**src/adcsq_consts.svh**
```systemverilog
// Register offsets, field positions, reset values and divider counts of the converter control block.
`ifndef ADCSQ_CONSTS_SVH
`define ADCSQ_CONSTS_SVH

`define ADCSQ_OFS_CSR0      8'h00
`define ADCSQ_OFS_CSR1      8'h04
`define ADCSQ_OFS_DUAL      8'h08
`define ADCSQ_OFS_RES_FIRST 8'h10
`define ADCSQ_OFS_RES_LAST  8'h2C

`define ADCSQ_BIT_FLAG  15
`define ADCSQ_BIT_IE    14
`define ADCSQ_BIT_GO    13
`define ADCSQ_BIT_DSEL  12
`define ADCSQ_BIT_EXT_TRIGGER_ENABLE  11
`define ADCSQ_LSB_CKS   6
`define ADCSQ_LSB_MODE  4
`define ADCSQ_LSB_CH    0
`define ADCSQ_BIT_DUAL_SAMPLE_GO  0

`define ADCSQ_CSR_RESET  16'h0040
`define ADCSQ_DUAL_RESET 16'h0000

`define ADCSQ_CKS_DIV4   2'h0
`define ADCSQ_CKS_DIV8   2'h1
`define ADCSQ_CKS_DIV16  2'h2
`define ADCSQ_CKS_RSVD   2'h3
`define ADCSQ_TERM_DIV4  4'h3
`define ADCSQ_TERM_DIV8  4'h7
`define ADCSQ_TERM_DIV16 4'hF

`define ADCSQ_RESP_OKAY   2'h0
`define ADCSQ_RESP_SLVERR 2'h2

`endif

```
**src/adcsq_pkg.sv**
```systemverilog
// Types shared by the converter control block.
`default_nettype none

package adcsq_pkg;

	typedef enum logic [1:0] {
		ADCSQ_SINGLE = 2'h0,
		ADCSQ_RSVD   = 2'h1,
		ADCSQ_MULTI  = 2'h2,
		ADCSQ_SCAN   = 2'h3
	} adcsq_mode_e;

	typedef enum logic {
		ADCSQ_IDLE = 1'b0,
		ADCSQ_CONV = 1'b1
	} adcsq_seq_e;

	typedef struct packed {
		adcsq_seq_e  seq;
		logic        flag;
		logic        ie;
		logic        go;
		logic        dsel;
		logic        ext_trigger_enable;
		logic        armed;
		logic        req;
		logic        dma;
		logic        tick;
		logic [1:0]  cks;
		adcsq_mode_e mode;
		logic [1:0]  ch;
		logic [1:0]  cur;
		logic [3:0]  div;
	} adcsq_unit_s;

	typedef struct packed {
		adcsq_unit_s [1:0] u;
		logic              dual;
		logic [7:0][9:0]   res;
		logic              awHave;
		logic              wHave;
		logic [7:0]        awAddr;
		logic [15:0]       wData;
		logic [1:0]        wStrb;
		logic              bvalid;
		logic [1:0]        bresp;
		logic              rvalid;
		logic [7:0]        rAddr;
		logic [31:0]       rdata;
		logic [1:0]        rresp;
	} adcsq_state_s;

endpackage : adcsq_pkg

`default_nettype wire

```
**src/adcsq_control.sv**
```systemverilog
// Dual-unit converter sequencer control with an AXI4-Lite register slave.
`timescale 1ns/100ps
`default_nettype none
`include "adcsq_consts.svh"

module adcsq_control
	import adcsq_pkg::*;
(
	input  wire logic             clock,
	input  wire logic             rst_n,
	input  wire logic             standby,
	input  wire logic [7:0]       s_axi_awaddr,
	input  wire logic             s_axi_awvalid,
	output logic                  s_axi_awready,
	input  wire logic [31:0]      s_axi_wdata,
	input  wire logic [3:0]       s_axi_wstrb,
	input  wire logic             s_axi_wvalid,
	output logic                  s_axi_wready,
	output logic [1:0]            s_axi_bresp,
	output logic                  s_axi_bvalid,
	input  wire logic             s_axi_bready,
	input  wire logic [7:0]       s_axi_araddr,
	input  wire logic             s_axi_arvalid,
	output logic                  s_axi_arready,
	output logic [31:0]           s_axi_rdata,
	output logic [1:0]            s_axi_rresp,
	output logic                  s_axi_rvalid,
	input  wire logic             s_axi_rready,
	output logic [1:0]            convReq,
	output logic [1:0][2:0]       convChan,
	output logic [1:0]            convTick,
	input  wire logic [1:0]       convDone,
	input  wire logic [1:0][9:0]  convResult,
	input  wire logic [1:0]       extTrig,
	output logic [1:0]            convEndIrq,
	output logic [1:0]            dmaReq
);

	adcsq_state_s stateReg;
	adcsq_state_s stateNext;
	logic         wrFire;
	logic         rdFire;
	logic         dualWrite;

	// ==========================================================================
	// Register images
	// ==========================================================================
	function automatic logic [15:0] csrWord(input adcsq_unit_s u);
		logic [15:0] w;
		w = 16'h0000;
		w[`ADCSQ_BIT_FLAG] = u.flag;
		w[`ADCSQ_BIT_IE] = u.ie;
		w[`ADCSQ_BIT_GO] = u.go;
		w[`ADCSQ_BIT_DSEL] = u.dsel;
		w[`ADCSQ_BIT_EXT_TRIGGER_ENABLE] = u.ext_trigger_enable;
		w[`ADCSQ_LSB_CKS +: 2] = u.cks;
		w[`ADCSQ_LSB_MODE +: 2] = u.mode;
		w[`ADCSQ_LSB_CH +: 2] = u.ch;
		return w;
	endfunction : csrWord

	function automatic logic [15:0] merge(input logic [15:0] old, input logic [15:0] nw, input logic [1:0] strb);
		return {strb[1] ? nw[15:8] : old[15:8], strb[0] ? nw[7:0] : old[7:0]};
	endfunction : merge

	function automatic logic isResult(input logic [7:0] a);
		return a >= `ADCSQ_OFS_RES_FIRST && a <= `ADCSQ_OFS_RES_LAST && a[1:0] == 2'h0;
	endfunction : isResult

	function automatic logic [2:0] resIndex(input logic [7:0] a);
		logic [7:0] d;
		d = 8'(a - `ADCSQ_OFS_RES_FIRST);
		return d[4:2];
	endfunction : resIndex

	// ==========================================================================
	// Next state
	// ==========================================================================
	always_comb begin
		logic [15:0] v;
		logic [7:0]  csrOfs;
		logic        start;
		logic        last;
		stateNext = stateReg;
		v = 16'h0000;
		csrOfs = 8'h00;
		start = 1'b0;
		last = 1'b0;
		if (s_axi_awvalid && s_axi_awready) begin
			stateNext.awHave = 1'b1;
			stateNext.awAddr = s_axi_awaddr;
		end
		if (s_axi_wvalid && s_axi_wready) begin
			stateNext.wHave = 1'b1;
			stateNext.wData = s_axi_wdata[15:0];
			stateNext.wStrb = s_axi_wstrb[1:0];
		end
		if (stateReg.bvalid && s_axi_bready) begin
			stateNext.bvalid = 1'b0;
		end
		wrFire = stateReg.awHave && stateReg.wHave && !stateReg.bvalid;
		if (wrFire) begin
			stateNext.awHave = 1'b0;
			stateNext.wHave = 1'b0;
			stateNext.bvalid = 1'b1;
			stateNext.bresp = (stateReg.awAddr == `ADCSQ_OFS_CSR0 || stateReg.awAddr == `ADCSQ_OFS_CSR1 ||
				stateReg.awAddr == `ADCSQ_OFS_DUAL || isResult(stateReg.awAddr)) ? `ADCSQ_RESP_OKAY : `ADCSQ_RESP_SLVERR;
		end
		dualWrite = wrFire && stateReg.awAddr == `ADCSQ_OFS_DUAL && stateReg.wStrb[0];
		if (dualWrite) begin
			stateNext.dual = stateReg.wData[`ADCSQ_BIT_DUAL_SAMPLE_GO];
		end
		if (stateReg.rvalid && s_axi_rready) begin
			stateNext.rvalid = 1'b0;
		end
		rdFire = s_axi_arvalid && s_axi_arready;
		if (rdFire) begin
			stateNext.rvalid = 1'b1;
			stateNext.rAddr = s_axi_araddr;
			stateNext.rresp = `ADCSQ_RESP_OKAY;
			if (s_axi_araddr == `ADCSQ_OFS_CSR0) begin
				stateNext.rdata = {16'h0000, csrWord(stateReg.u[0])};
			end else if (s_axi_araddr == `ADCSQ_OFS_CSR1) begin
				stateNext.rdata = {16'h0000, csrWord(stateReg.u[1])};
			end else if (s_axi_araddr == `ADCSQ_OFS_DUAL) begin
				stateNext.rdata = {31'h00000000, stateReg.dual};
			end else if (isResult(s_axi_araddr)) begin
				stateNext.rdata = {22'h000000, stateReg.res[resIndex(s_axi_araddr)]};
			end else begin
				stateNext.rdata = 32'h00000000;
				stateNext.rresp = `ADCSQ_RESP_SLVERR;
			end
		end
		for (int i = 0; i < 2; i++) begin
			csrOfs = (i == 0) ? `ADCSQ_OFS_CSR0 : `ADCSQ_OFS_CSR1;
			start = 1'b0;
			stateNext.u[i].dma = 1'b0;
			if (stateReg.u[i].div == ((stateReg.u[i].cks == `ADCSQ_CKS_DIV4) ? `ADCSQ_TERM_DIV4 :
				(stateReg.u[i].cks == `ADCSQ_CKS_DIV8) ? `ADCSQ_TERM_DIV8 : `ADCSQ_TERM_DIV16)) begin
				stateNext.u[i].div = 4'h0;
				stateNext.u[i].tick = 1'b1;
			end else begin
				stateNext.u[i].div = 4'(stateReg.u[i].div + 4'h1);
				stateNext.u[i].tick = 1'b0;
			end
			if (rdFire && s_axi_araddr == csrOfs && stateReg.u[i].flag) begin
				stateNext.u[i].armed = 1'b1;
			end
			// A read of one of this unit's own results while the DMA route is chosen acknowledges its flag.
			if (rdFire && isResult(s_axi_araddr) && resIndex(s_axi_araddr) == 3'(i * 4) + 3'(s_axi_araddr[3:2])
				&& stateReg.u[i].dsel && resIndex(s_axi_araddr) >> 2 == 3'(i)) begin
				stateNext.u[i].flag = 1'b0;
			end
			if (wrFire && stateReg.awAddr == csrOfs) begin
				v = merge(csrWord(stateReg.u[i]), stateReg.wData, stateReg.wStrb);
				if (!v[`ADCSQ_BIT_FLAG] && stateReg.u[i].armed) begin
					stateNext.u[i].flag = 1'b0;
				end
				stateNext.u[i].armed = 1'b0;
				stateNext.u[i].ie = v[`ADCSQ_BIT_IE];
				stateNext.u[i].dsel = v[`ADCSQ_BIT_DSEL];
				stateNext.u[i].ext_trigger_enable = v[`ADCSQ_BIT_EXT_TRIGGER_ENABLE];
				if (v[`ADCSQ_LSB_CKS +: 2] != `ADCSQ_CKS_RSVD) begin
					stateNext.u[i].cks = v[`ADCSQ_LSB_CKS +: 2];
				end
				if (v[`ADCSQ_LSB_MODE +: 2] != ADCSQ_RSVD) begin
					stateNext.u[i].mode = adcsq_mode_e'(v[`ADCSQ_LSB_MODE +: 2]);
				end
				stateNext.u[i].ch = v[`ADCSQ_LSB_CH +: 2];
				if (v[`ADCSQ_BIT_GO] && !stateReg.u[i].go) begin
					start = 1'b1;
				end else if (!v[`ADCSQ_BIT_GO]) begin
					stateNext.u[i].go = 1'b0;
					stateNext.u[i].seq = ADCSQ_IDLE;
					stateNext.u[i].req = 1'b0;
				end
			end
			if (dualWrite && stateReg.wData[`ADCSQ_BIT_DUAL_SAMPLE_GO] && !stateReg.u[i].go) begin
				start = 1'b1;
			end
			if (extTrig[i] && stateReg.u[i].ext_trigger_enable && !stateReg.u[i].go) begin
				start = 1'b1;
			end
			if (start) begin
				// Settings written in the same beat are already in stateNext.
				stateNext.u[i].go = 1'b1;
				stateNext.u[i].seq = ADCSQ_CONV;
				stateNext.u[i].req = 1'b1;
				stateNext.u[i].cur = (stateNext.u[i].mode == ADCSQ_SINGLE) ? stateNext.u[i].ch : 2'h0;
			end
			if (stateReg.u[i].seq == ADCSQ_CONV && convDone[i] && stateNext.u[i].go && !start) begin
				stateNext.res[3'(i * 4) + 3'(stateReg.u[i].cur)] = convResult[i];
				last = stateReg.u[i].mode == ADCSQ_SINGLE || stateReg.u[i].cur == stateReg.u[i].ch;
				if (last) begin
					stateNext.u[i].flag = 1'b1;
					stateNext.u[i].dma = stateReg.u[i].dsel;
					if (stateReg.u[i].mode != ADCSQ_SCAN) begin
						stateNext.u[i].go = 1'b0;
						stateNext.u[i].seq = ADCSQ_IDLE;
						stateNext.u[i].req = 1'b0;
					end else begin
						stateNext.u[i].cur = 2'h0;
					end
				end else begin
					stateNext.u[i].cur = 2'(stateReg.u[i].cur + 2'h1);
				end
			end
		end
		if (stateReg.dual && !stateReg.u[0].go && !stateReg.u[1].go && !dualWrite) begin
			stateNext.dual = 1'b0;
		end
		if (!rst_n || standby) begin
			stateNext = '0;
			stateNext.dual = 1'(`ADCSQ_DUAL_RESET >> `ADCSQ_BIT_DUAL_SAMPLE_GO);
			for (int i = 0; i < 2; i++) begin
				stateNext.u[i].cks = 2'(`ADCSQ_CSR_RESET >> `ADCSQ_LSB_CKS);
			end
		end
	end

	always_ff @(posedge clock) begin
		stateReg <= stateNext;
	end

	// ==========================================================================
	// Outputs
	// ==========================================================================
	assign s_axi_awready = !stateReg.awHave && !stateReg.bvalid;
	assign s_axi_wready = !stateReg.wHave && !stateReg.bvalid;
	assign s_axi_bvalid = stateReg.bvalid;
	assign s_axi_bresp = stateReg.bresp;
	assign s_axi_arready = !stateReg.rvalid;
	assign s_axi_rvalid = stateReg.rvalid;
	assign s_axi_rdata = stateReg.rdata;
	assign s_axi_rresp = stateReg.rresp;

	always_comb begin
		for (int i = 0; i < 2; i++) begin
			convReq[i] = stateReg.u[i].req;
			convChan[i] = {1'(i), stateReg.u[i].cur};
			convTick[i] = stateReg.u[i].tick;
			convEndIrq[i] = stateReg.u[i].flag && stateReg.u[i].ie && !stateReg.u[i].dsel;
			dmaReq[i] = stateReg.u[i].dma;
		end
	end
endmodule : adcsq_control

`default_nettype wire

```
**config.mk**
```make
export PLATFORM = sky130hd
export DESIGN_NAME = adcsq_control
export DESIGN_NICKNAME = d
export VERILOG_FILES = /design/src/adcsq_pkg.sv /design/src/adcsq_control.sv
export VERILOG_INCLUDE_DIRS = /design/src
export SDC_FILE = /design/constraint.sdc
export NUM_CORES = 1
export LEC_CHECK = 0
export BUFFER_PORTS_ARGS = -buffer_cell sky130_fd_sc_hd__buf_2
export CAP_MARGIN = 20
export CORE_MARGIN = 3
export CORE_UTILIZATION = 55
export CTS_CLUSTER_SIZE = 40
export DETAILED_ROUTE_END_ITERATION = 7
export PLACE_DENSITY = 0.79
export SLEW_MARGIN = 20
export SYNTH_ARGS = -nofsm -noshare
export SYNTH_HDL_FRONTEND = slang
export SYNTH_SLANG_ARGS = --single-unit
```
**constraint.sdc**
```tcl
create_clock -name clock -period 4.9 [get_ports clock]
set_input_delay 0.49 -clock clock [delete_from_list [all_inputs] [get_ports clock]]
set_output_delay 0.49 -clock clock [all_outputs]
set_load 0.1 [all_outputs]
```
==> reports/results.ini <==
[worst_setup_path]
worstPathCellList = nor4_4 -> nand4_2 -> nand3_1 -> mux2i_1 -> nor2_1
cp-end-kind = register
max_stage_delay_ps = 680
path_max_fanout = 12
critPathRequiredTime_ps = 5200
crit_buf_inv = 0
critPathArrivalTime_ps = 2870
crit_type = reg2reg
worstReg2RegStart = stateReg[64]
rr_worst_depth = 5
crit_family = simple AND/OR/NAND/NOR gates
cpMaxStageDelayCell = nand3_1
start_kind = register
reg2reg_slack_ps = 2320
r2r_end = stateReg[93]

[global_route]
grt_usage_pct = 23.73
antenna_found_initial = 0
grt_pass1_vias = 5889
grt_pass1_wl_um = 30240
grt_overflow = 0
grt_max_degree = 85

[timing]
drv_slew = 0
timing.fmax_mhz = 387.8
finalSetupTns_ps = 0
worst_slew_margin_rel_pct = 34.63
fin_crit_sh_pct = 52.62
final_hold_viol_count = 0
period_needed_ps = 2578
tightest_slew_ps = 980.5
rsz0062_at_grt = no
setup_viol = 0
hold_slack_ps = 296.0
fin_skew_ps = 12.11

[logic_synthesis]
ys_warn_count = 0
synth-main-ff-cell = dfxtp_1
yosys-top-cells-area = dfxtp_1 43%, nand2_1 6.0%, a21oi_1 5.8%, mux2i_1 5.8%, mux4_2 5.8%
synthArstFlopShare_pct = 0
yosys-top-cells-count = 167 x dfxtp_1, 125 x nand2_1, 90 x a21oi_1
seq_area_frac_synth_pct = 43.08
syn_area_um2 = 7760
netlist_instances = 875
synth.most_common_cell = dfxtp_1
synth.distinct_cells = 60
ys_ff_latch = 167
yosys.area.top_type_share_pct = 43.08
yosysTopAreaCell = dfxtp_1
avgSynthCellArea_um2 = 8.869
synth_edf_count = 0

[floorplanning]
die_y_um = 124.8
dieWidth_um = 124.8
row_count = 42
coreArea_um2 = 13510
dieArea_um2 = 15570
start_util_pct = 57.46
io_pins = 139

[detailed_routing]
wl_per_cell_um = 16.72
drt_iter0_drc = 657
vias = 6323
drt_wl_total_um = 18360
drc = 0
drtAntennaViolNets = 0
viasPerCell = 5.759
drt_pre_antenna_iters = 5

[layout]
syn2layout_area_growth_pct = 10.35
instances_no_fill = 1098
diodes = 0
nNetsFinal = 1003
layout-drive-gt1-share_pct = 19.09

[clock_network]
cts_resized = 0
cts_num_sinks = 167
ctsHoldBuffers = 0
clockBufferDepth = 2
cts_tree = yes
cts_buffers = 17
h-tree-depth = 4
root_buffer = clkbuf_16
cts_setup_buffers = 0
clk_latency_ps = 430
path_clk_slew_ps = 60

[placement]
hpwlAfterDp_um = 12230
place_inst = 1066
io_buffers = 94
place.gp.congestion = 0.8363

[hold_path]
hold_path.startpoint = s_axi_awaddr[5]
hold_path_class = in2reg
holdPathEnd = stateReg[69]
min_path_cells = 3

[run]
drv_cap = 0

[power_and_ir_drop]
power.density_nw_per_um2 = 347.5
leakage_nw = 3.443
ir_drop_mv = 0.2675

[outcome]
status = completed

[routing by layer]
| layer | track usage [%] | up-vias | share of wire, % |
|---|---|---|---|
| met1 | 31.76 | 2996 | 44 |
| met3 | 5.274 | 23 | 6.2 |
| li1 | - | 3062 | - |
| met5 | 0 | - | 0 |
| met2 | 38.58 | 242 | 48 |
| met4 | 7.028 | 0 | 1.4 |
[area by class of cell]
class,count,area [um^2]
Clock buffer,26,509.2
Timing Repair Buffer,99,508.0
Multi-Input combinational cell,610,3841
Sequential cell,167,3343
Tap cell,176,220.2
Inverter,14,52.55
Fill cell,1126,4942
Clock inverter,6,88.84
[report_power, final]
part | switching, W | internal (W) | leakage (nW)
clock network | 0.000525 | 0.000819 | 0.287
logic | 0.000198 | 0.0000521 | 1.81
registers | 0.0000122 | 0.00137 | 1.35
[worst reg2reg max path: cells and delay by family (launching register included)]
kind / cells / cell delay (ps)
simple gates: 4 / 1830
flops: 1 / 330
mux: 1 / 290
[stage by stage]
step / instance area, um^2 / power (W) / utilization (%) / worst slack, ps
finish: 8563 / 0.002976 / 63.41 / 2322
global route: 8563 / 0.003064 / 63.41 / 2153
CTS: 8563 / 0.002987 / 63.41 / 2313
detailed placement: 7965 / 0.001660 / 58.98 / 2279
global placement: 7965 / 0.001659 / 58.98 / 2260
floorplan: 7831 / 0.001620 / - / 1874
[layout by cell type (no fill, tap or decap), types with 2 or more instances in the layout]
master,instances
dfxtp_1,167
nand2_1,125
buf_2,94
a21oi_1,90
nor2_1,86
nand3_1,64
mux2i_1,45
conb_1,21
mux4_2,20
nor3_1,18
clkbuf_16,17
o21ai_0,15
inv_1,14
a221oi_1,12
mux2_2,11
ha_1,10
and3_1,7
nand4_1,7
and2_1,6
xor2_1,6
xnor2_1,5
nor4_2,5
clkbuf_8,5
buf_4,5
nor2b_1,4
a31oi_1,4
a22oi_1,4
clkbuf_1,4
and3b_1,3
o22ai_1,3
nor3b_2,2
o31ai_1,2
a31o_2,2
nand2b_1,2
o311ai_0,2
o211ai_1,2
a211oi_1,2
bufinv_16,2
clkinvlp_4,2
[worst max-delay path by stage]
stage,startpoint,end,slack (ps),depth (start not counted)
finish,stateReg[64],stateReg[93],2320,5
global placement,s_axi_araddr[2],s_axi_rdata[6],2260,5
CTS,stateReg[64],stateReg[93],2310,5
floorplan,s_axi_bvalid,stateReg[47],1870,5
global route,stateReg[64],stateReg[93],2150,5
detailed placement,s_axi_araddr[2],s_axi_rdata[6],2280,5
[flip-flops by register name, summed over array words and instances, names as in the netlist, 2 cells and up]
signal	count
convTick	2
dmaReq	2
s_axi_rdata	15
convReq	2
convChan	4
stateReg	138
[cells by family (layout without fill, tap and decap cells)]
group           Yosys count  in the layout  synth area share, %
mux                      76             76                13.21
xor+xnor                 11             11                1.242
fa+ha+maj                11             11                1.741
compound gates          146            146                11.04
other cells               2             21              0.09678
flops                   167            167                43.08
buf+inv                 117            145                8.433
simple gates            345            345                21.15
Note: power is estimated with default switching activity, not from simulation.
